## config.mk

```make
export PLATFORM = sky130hd
export DESIGN_NAME = pmx_mux
export DESIGN_NICKNAME = d
export VERILOG_FILES = /design/src/shared/pmx_pkg.sv /design/src/design/pmx_mux.sv
export SDC_FILE = /design/constraint.sdc
export NUM_CORES = 1
export LEC_CHECK = 0
export ABC_AREA = 0
export BUFFER_PORTS_ARGS = -buffer_cell sky130_fd_sc_hd__buf_4
export CAP_MARGIN = 10
export CORE_AREA = 3 3 228 230
export DETAILED_ROUTE_END_ITERATION = 10
export DIE_AREA = 0 0 231 233
export GPL_TIMING_DRIVEN = 0
export PLACE_DENSITY = 0.54
export SETUP_SLACK_MARGIN = 0.4
export SYNTH_ARGS = -nofsm -noshare
export SYNTH_HDL_FRONTEND = slang
export SYNTH_SLANG_ARGS = --single-unit
```

## constraint.sdc

```tcl
create_clock -name clk_i -period 3.9 [get_ports clk_i]
set_input_delay 0.585 -clock clk_i [delete_from_list [all_inputs] [get_ports clk_i]]
set_output_delay 0.585 -clock clk_i [all_outputs]
set_load 0.02 [all_outputs]
```

## src/shared/pmx_pkg.sv

```systemverilog
// constants and carrier types for the pin function multiplexer
package pmx_pkg;

    // ************************************************************
    // register addresses; the bus word address is the low byte of each
    // ************************************************************
    localparam logic [31:0] IDX_A_SEL    = 32'hFFFF_FC80;
    localparam logic [31:0] IDX_A_DIR    = 32'hFFFF_FC82;
    localparam logic [31:0] IDX_B_SEL_LO = 32'hFFFF_FC88;
    localparam logic [31:0] IDX_B_DIR    = 32'hFFFF_FC8A;
    localparam logic [31:0] IDX_B_SEL_HI = 32'hFFFF_FC8E;
    localparam int          ADDR_W       = 8;

    // ************************************************************
    // field layout and reset values
    // ************************************************************
    localparam logic [15:0] REG_RESET    = 16'h0000;
    localparam logic [15:0] A_SEL_MASK   = 16'h3FFF;
    localparam logic [15:0] A_DIR_MASK   = 16'h3FF7;
    localparam logic [15:0] FULL_MASK    = 16'hFFFF;
    localparam int          NUM_A        = 14;
    localparam int          NUM_B        = 16;
    localparam int          NUM_PIN      = 30;
    localparam int          NUM_SLOT     = 4;

    // bit k of nibble i set: slot k of pin i has a signal (B pins follow A)
    localparam logic [119:0] SLOT_MAP =
        120'h55_5FF7_7777_7777_7D33_3333_3333_3333;
    // set: the general port sits in slot 1 instead of slot 0
    localparam logic [29:0] PORT_IN_SLOT1 = 30'h0000_0080;

    // ************************************************************
    // carriers
    // ************************************************************
    typedef struct packed {
        logic [ADDR_W-1:0] address;
        logic              read;
        logic              write;
        logic [31:0]       writedata;
        logic [3:0]        byteenable;
    } pmx_avs_req_t;

    typedef struct packed {
        logic [NUM_SLOT-1:0] out;
        logic [NUM_SLOT-1:0] oe;
    } pmx_fn_t;

endpackage : pmx_pkg

```

## src/design/pmx_mux.sv

```systemverilog
// pin function multiplexer with its selection and direction registers
`timescale 1ns/1ps

// How it works
// - software registers pick each pin's function and port direction one by one; port A pin 3 stays input unless its slot 1 function drives it
// - no operating mode input exists, so nothing can override the selection
// - two-bit code per port B pin: 00 first, 01 second, 10 third, 11 fourth; port A one bit
// - port A pins 0..13 and port B pins 0..15 are multiplexed
// - after reset every pin uses its first function, code 00
// - after reset every port direction is input; only pin 7 may be driven, by its slot 0 function
// - five registers reset to zero, byte and halfword writes allowed
// - port A select bit n picks pin n function; bits 15,14 read 0
// - registers cleared only by power-on reset, kept otherwise
module pmx_mux (
    input  wire logic                  clk_i,
    input  wire logic                  reset_n_i,
    input  wire pmx_pkg::pmx_avs_req_t avs_i,
    output logic [31:0]                avs_readdata_o,
    output logic                       avs_waitrequest_o,
    input  wire logic [29:0]           gpio_out_i,
    output logic [29:0]                gpio_in_o,
    input  wire pmx_pkg::pmx_fn_t [29:0] fn_drive_i,
    output logic [29:0][3:0]           fn_in_o,
    input  wire logic [29:0]           pin_in_i,
    output logic [29:0]                pin_out_o,
    output logic [29:0]                pin_oe_o
);

    // ************************************************************
    // register bus
    // ************************************************************
    logic [15:0] a_sel_q;
    logic [15:0] a_dir_q;
    logic [15:0] b_sel_lo_q;
    logic [15:0] b_dir_q;
    logic [15:0] b_sel_hi_q;
    logic        req;
    logic        wr_acc;
    logic [15:0] rd_d;

    localparam int ADDR_W_L = pmx_pkg::ADDR_W;

    function automatic logic [15:0] merge(input logic [15:0] old,
                                          input logic [31:0] wd,
                                          input logic [3:0]  be,
                                          input logic [15:0] mask);
        logic [15:0] r;
        r[7:0]  = be[0] ? wd[7:0]  : old[7:0];
        r[15:8] = be[1] ? wd[15:8] : old[15:8];
        return r & mask;
    endfunction : merge

    function automatic logic hit(input logic [ADDR_W_L-1:0] a,
                                 input logic [31:0] idx);
        return a == idx[ADDR_W_L-1:0];
    endfunction : hit

    assign req    = avs_i.read | avs_i.write;
    // a request completes at the edge where waitrequest is seen low
    assign wr_acc = avs_i.write & ~avs_waitrequest_o;

    always_comb
    begin
        rd_d = pmx_pkg::REG_RESET;
        if (hit(avs_i.address, pmx_pkg::IDX_A_SEL))
            rd_d = a_sel_q;
        else if (hit(avs_i.address, pmx_pkg::IDX_A_DIR))
            rd_d = a_dir_q;
        else if (hit(avs_i.address, pmx_pkg::IDX_B_SEL_LO))
            rd_d = b_sel_lo_q;
        else if (hit(avs_i.address, pmx_pkg::IDX_B_DIR))
            rd_d = b_dir_q;
        else if (hit(avs_i.address, pmx_pkg::IDX_B_SEL_HI))
            rd_d = b_sel_hi_q;
    end

    // one wait cycle per access; waitrequest idles high
    always_ff @(posedge clk_i)
    begin
        if (!reset_n_i)
            avs_waitrequest_o <= 1'b1;
        else
            avs_waitrequest_o <= ~(req & avs_waitrequest_o);
    end

    always_ff @(posedge clk_i)
    begin
        if (!reset_n_i)
            avs_readdata_o <= 32'h0000_0000;
        else if (avs_i.read & avs_waitrequest_o)
            avs_readdata_o <= {16'h0000, rd_d};
    end

    // the only reset is power-on; nothing else touches these
    always_ff @(posedge clk_i)
    begin
        if (!reset_n_i)
        begin
            a_sel_q    <= pmx_pkg::REG_RESET;
            a_dir_q    <= pmx_pkg::REG_RESET;
            b_sel_lo_q <= pmx_pkg::REG_RESET;
            b_dir_q    <= pmx_pkg::REG_RESET;
            b_sel_hi_q <= pmx_pkg::REG_RESET;
        end
        else if (wr_acc)
        begin
            if (hit(avs_i.address, pmx_pkg::IDX_A_SEL))
                a_sel_q <= merge(a_sel_q, avs_i.writedata,
                                 avs_i.byteenable, pmx_pkg::A_SEL_MASK);
            if (hit(avs_i.address, pmx_pkg::IDX_A_DIR))
                a_dir_q <= merge(a_dir_q, avs_i.writedata,
                                 avs_i.byteenable, pmx_pkg::A_DIR_MASK);
            if (hit(avs_i.address, pmx_pkg::IDX_B_SEL_LO))
                b_sel_lo_q <= merge(b_sel_lo_q, avs_i.writedata,
                                    avs_i.byteenable, pmx_pkg::FULL_MASK);
            if (hit(avs_i.address, pmx_pkg::IDX_B_DIR))
                b_dir_q <= merge(b_dir_q, avs_i.writedata,
                                 avs_i.byteenable, pmx_pkg::FULL_MASK);
            if (hit(avs_i.address, pmx_pkg::IDX_B_SEL_HI))
                b_sel_hi_q <= merge(b_sel_hi_q, avs_i.writedata,
                                    avs_i.byteenable, pmx_pkg::FULL_MASK);
        end
    end

    // ************************************************************
    // per-pin multiplexer
    // ************************************************************
    logic [29:0] sync1_q;
    logic [29:0] sync2_q;
    logic [29:0] dir_all;
    logic [31:0] b_code;

    assign dir_all = {b_dir_q, a_dir_q[13:0]};
    assign b_code  = {b_sel_hi_q, b_sel_lo_q};

    always_ff @(posedge clk_i)
    begin
        if (!reset_n_i)
        begin
            sync1_q <= 30'h0000_0000;
            sync2_q <= 30'h0000_0000;
        end
        else
        begin
            sync1_q <= pin_in_i;
            sync2_q <= sync1_q;
        end
    end

    generate
        for (genvar i = 0; i < pmx_pkg::NUM_PIN; i++)
        begin : g_pin
            logic [1:0] code;
            logic [1:0] eff;
            logic [1:0] port_slot;
            logic [3:0] avail;

            // port A has one bit per pin, port B two
            if (i < pmx_pkg::NUM_A)
            begin : g_a
                assign code = {1'b0, a_sel_q[i]};
            end
            else
            begin : g_b
                assign code = b_code[2*(i-pmx_pkg::NUM_A) +: 2];
            end

            assign avail     = pmx_pkg::SLOT_MAP[4*i +: 4];
            assign port_slot = {1'b0, pmx_pkg::PORT_IN_SLOT1[i]};
            // only register bits steer the choice, no mode input
            // an empty slot falls back to the port function
            assign eff = avail[code] ? code : port_slot;

            always_ff @(posedge clk_i)
            begin
                if (!reset_n_i)
                begin
                    pin_out_o[i] <= 1'b0;
                    pin_oe_o[i]  <= 1'b0;
                    gpio_in_o[i] <= 1'b0;
                    fn_in_o[i]   <= 4'h0;
                end
                else
                begin
                    gpio_in_o[i] <= sync2_q[i];
                    if (eff == port_slot)
                    begin
                        pin_out_o[i] <= gpio_out_i[i];
                        pin_oe_o[i]  <= dir_all[i];
                        fn_in_o[i]   <= 4'h0;
                    end
                    else
                    begin
                        pin_out_o[i] <= fn_drive_i[i].out[eff];
                        pin_oe_o[i]  <= fn_drive_i[i].oe[eff];
                        fn_in_o[i]   <= {3'b000, sync2_q[i]} << eff;
                    end
                end
            end
        end
    endgenerate
endmodule : pmx_mux

```

# Word level (Yosys, flattened, before mapping)
# Index checks and enable logic that the tools add are counted.
dict set report word_totals {
  inputBits 348
  register_bits 362
}
dict set report classes {
  shifts 30
  bitwise_logic 7
  reduce_logical 69
  eq_ne 6
  magnitude_cmp 60
  mux 260
}
# cell count
set ops {}
lappend ops {{1-bit two-way mux} 163}
lappend ops {{1-bit binary-select mux with 2-bit select} 76}
lappend ops {{2-bit by 3-bit less-than comparator with 1-bit output, second input constant} 32}
lappend ops {{1-bit by 3-bit less-than comparator with 1-bit output, second input constant} 28}
lappend ops {{16-bit two-way mux} 5}
lappend ops {{1-bit by 2-bit << shifter with 4-bit output} 16}
lappend ops {{2-bit OR reduction} 30}
lappend ops {{2-bit logical NOT} 29}
lappend ops {{1-bit by 1-bit << shifter with 4-bit output} 14}
lappend ops {{8-bit equality test, second input constant} 5}
lappend ops {{2-bit two-way mux} 16}
lappend ops {{3-bit AND reduction} 10}
lappend ops {{1-bit bitwise AND} 3}
lappend ops {{1-bit inverter} 3}
lappend ops {{1-bit equality test, second input constant} 1}
lappend ops {{1-bit bitwise OR} 1}

# Longest topological paths before layout
dict set report depth {
  word_depth 6
  depth_mapped 7
}

# Worst setup path after synthesis
# OpenSTA, ideal clock, no wires.
dict set report synth_path {
  path_type {input to register}
  from {input port avs_i[40] (netlist name)}
  to {register avs_readdata_o[12]}
  slack_ns 2.029
  arrival_time_ns 1.739
  setup_time_ns 0.131
  cell_stages 7
  n_path_buf 3
  path_cell_list {clkbuf_1 > buf_4 > buf_2 > mux2i_1 > nor2_1 > a2111oi_0 > nor3_1}
}
dict set report synth_via {
  elab_chain_cells 6
  elab_cells_between_ends 10
  cone_classes {5 x eq/ne; 5 x mux}
}
# item line
set synth_rtl {}
lappend synth_rtl {{from (decl)} pmx_mux.sv:17} ;# input wire pmx_pkg::pmx_avs_req_t avs_i,
lappend synth_rtl {{8-bit equality test} pmx_mux.sv:55} ;# return a == idx[ADDR_W_L-1:0];
lappend synth_rtl {{16-bit two-way mux} pmx_mux.sv:73} ;# else if (hit(avs_i.address, pmx_pkg::IDX_B_SEL_HI))
lappend synth_rtl {{16-bit two-way mux} pmx_mux.sv:71} ;# else if (hit(avs_i.address, pmx_pkg::IDX_B_DIR))
lappend synth_rtl {{16-bit two-way mux} pmx_mux.sv:69} ;# else if (hit(avs_i.address, pmx_pkg::IDX_B_SEL_LO))
lappend synth_rtl {{16-bit two-way mux} pmx_mux.sv:67} ;# else if (hit(avs_i.address, pmx_pkg::IDX_A_DIR))
lappend synth_rtl {{16-bit two-way mux *} pmx_mux.sv:65} ;# if (hit(avs_i.address, pmx_pkg::IDX_A_SEL))
lappend synth_rtl {{to (signal assigned)} pmx_mux.sv:91} ;# avs_readdata_o <= {16'h0000, rd_d};
lappend synth_rtl {{to (decl)} pmx_mux.sv:18} ;# output logic [31:0] avs_readdata_o,
# Every way passes the cells marked *; elsewhere a longest branch is shown, timed or not.
# A chain may end at the register's enable or synchronous reset.

==> impl_metrics.toml <==
[outcome]
status = "completed"

[synthesis]
ys_top_cells_by_area = "dfxtp_1 56%, mux4_2 4.6%, mux2i_1 4.4%"
yosysSeqAreaShare_pct = 56.1
synthDistinctLibCells = 40
synth_seq_cells = 328
synth_warnings = 0
syn_area_per_cell_um2 = 10.3
yosys-top-cells-count = "328 x dfxtp_1, 96 x nand3_1, 86 x nand2_1"
async_flop_share_pct = 0
synth_top_area_share_pct = 56.1
synthesis.area_um2 = 11700
netlist.top_cell.by_area = "dfxtp_1"
synth_most_common_cell = "dfxtp_1"
synth_top_flop_cell = "dfxtp_1"
synth_cells = 1132
synth_edf_count = 0

[die]
die_x_um = 231
core_um2 = 50100
die_h_um = 233
initial_utilization_pct = 23.4
io_pins = 591
fp.dieArea_um2 = 53800
core.rowCount = 82

[placement]
port_buffers = 411
dp_slack_ns = 0.818
post-dp-hpwl_mm = 37.5
finalWeightedCongestion = 0.857

[sta]
drv_slew = 0
min_period_ns = 2.35
fin_ws_ns = 1.55
relSlewSlack_pct = 21.2
tightest_slew_ns = 1.18
rsz0062_at_grt = "false"
fmax_mhz = 425
final-setup-viol-count = 0
tns_ns = 0
finalCritPeriodShare_pct = 60.3
clock_skew_ns = 0.0197
final-hold-violation-count = 0

[cts]
clkLatencyLatePin_ns = 0.56
cts_hold_buf = 0
root_buffer = "clkbuf_16"
cts_buffer_depth = 3
cts-resized-gates = 0
cts_setup_buffers = 0
h-tree-depth = 2
numCtsBuffers = 40
path_clk_slew_ns = 0.06
clock-sinks = 328
cts_tree = "built"

[worst_setup_path]
path_class = "input port to flip-flop"
required_ns = 4.39
startpoint_type = "input port"
crit_arrival_ns = 2.84
crit_fanout = 10
crit_cells = 6
max_stage_delay_ns = 0.69
worst-path-buf-inv = 4
cp-end-kind = "flip-flop"
cpMostUsedCell = "clkbuf_1"
cp_slowest_cell = "clkbuf_1"
cp_cell_sequence = "buf_4, buf_2, clkbuf_1, clkbuf_1, nand3_1, nand2_1"
rr_worst_depth = 5
reg2reg_to = "b_sel_lo_q[15]$_SDFFE_PN0P_"
critPathTopFamily = "buffers and inverters"
regToRegSetupSlack_ns = 1.57
reg2reg_from = "avs_waitrequest_o$_SDFF_PN1_"

[grt]
gr-total-overflow = 0
grt_max_degree = 13
grt_pass1_vias = 10100
track_usage_pct = 16.9
grt_pass1_wl_mm = 66.0
antenna_found_initial = 16

[worst_hold_path]
hold_path_class = "input port to flip-flop"
whs_endpoint = "sync1_q[28]$_SDFF_PN0_"
hold_depth = 2
holdCritStartpoint = "pin_in_i[28]"

[routing]
via_count = 10200
routed_via_density = 4.30
drt-total-wl_mm = 47.4
firstDrtPassIters = 5
ant_nets = 0
wl_per_cell_um = 20.1
drc = 0
drtIter0Drc = 669

[run]
maxCapViolCount = 0

[pwr]
leakage_nw = 7.72
irDropWorstVdd_mv = 0.226
p_per_area_nw_per_um2 = 459

[layout]
nets = 2023
area_delta_synth_final_pct = 47.6
drive_gt1_share_pct = 33.9
[registers in the layout, indices dropped and copies added, names as in the netlist]
register and cells:
avs_waitrequest_o 1, sync2_q 30, fn_in_o 86, avs_readdata_o 16, b_sel_lo_q 16, gpio_in_o 30
b_dir_q 16, pin_oe_o 30, a_dir_q 13, pin_out_o 30, b_sel_hi_q 16, a_sel_q 14
sync1_q 30
[through the flow]
stage	std cells	total power, W	area (um^2)	hold slack, ns	util [%]
2_1_floorplan	1202	0.00378	12000	0.409	-
3_5_place_dp	2285	0.00411	15900	0.417	31.8
5_1_grt	2359	0.00824	17300	0.200	34.5
6_report	2363	0.00794	17300	0.236	34.5
4_1_cts	2357	0.00807	17300	0.187	34.5
3_3_place_gp	2285	0.00411	15900	0.415	31.8
[routing by layer]
metal | up-vias | global-route usage (%) | share of wire [%]
li1 | 4820 | - | -
met1 | 4782 | 20.4 | 40
met2 | 460 | 28.0 | 47
met3 | 80 | 6.70 | 11
met4 | 10 | 4.65 | 2.2
met5 | - | 0 | 0.11
[worst max-delay path by stage]
stage	startpoint	end	slack [ns]
detailed placement	reset_n_i	pin_oe_o[23]$_SDFF_PN0_	0.82
CTS	reset_n_i	pin_oe_o[23]$_SDFF_PN0_	1.41
global placement	reset_n_i	pin_oe_o[23]$_SDFF_PN0_	0.77
finish	reset_n_i	pin_oe_o[23]$_SDFF_PN0_	1.55
global route	reset_n_i	pin_oe_o[23]$_SDFF_PN0_	1.33
floorplan	avs_i[40]	avs_readdata_o[12]$_SDFFE_PN0P_	2.03
[area by class of cell]
cell class / instances / area (um^2)
Timing Repair Buffer: 411 / 3090
Clock buffer: 55 / 1120
Clock inverter: 17 / 256
Sequential cell: 328 / 6570
Antenna cell: 6 / 15.0
Inverter: 35 / 131
Tap cell: 672 / 841
Buffer: 107 / 606
Multi-Input combinational cell: 732 / 4670
Fill cell: 5209 / 32800
[cells by family after synthesis]
group                      Yosys count  share of synthesized area, %
muxes                               76                          9.06
buffers and inverters              142                          6.29
and+or+nand+nor                    442                          20.2
AOI/OAI and AO/OA                  123                          6.25
other                                1                        0.0320
adders and majority gates           20                          2.14
DFF                                328                          56.1
[power by group]
part / switching [W] / total [W] / leakage [nW] / internal [W]
clock network: 0.00150 / 0.00390 / 0.675 / 0.00241
logic: 0.000307 / 0.000598 / 4.37 / 0.000291
registers: 0.0000197 / 0.00344 / 2.67 / 0.00342
total: 0.00182 / 0.00794 / 7.72 / 0.00612
[layout by cell type (no fill, tap or decap), drive strengths merged, types with 14 or more instances in the layout]
cell type	Yosys	layout
nor2b	45	45
dfxtp	328	328
mux4	24	24
o21ai	69	69
clkbuf	40	95
nand2	86	86
nor2	54	54
nor3	14	14
and2	82	82
and3	27	27
conb	1	71
ha	20	20
inv	35	36
mux2i	52	52
a21oi	22	22
buf	67	478
nand3	96	96
[worst reg2reg max path, stage by stage, from the launching register on]
cell and delay, ns:
dfxtp_1 0.37, nor4b_4 0.76, nand4_1 0.55, buf_2 0.34, nand3_1 0.09, o21ai_0 0.09
(Power assumes the default switching activity.)
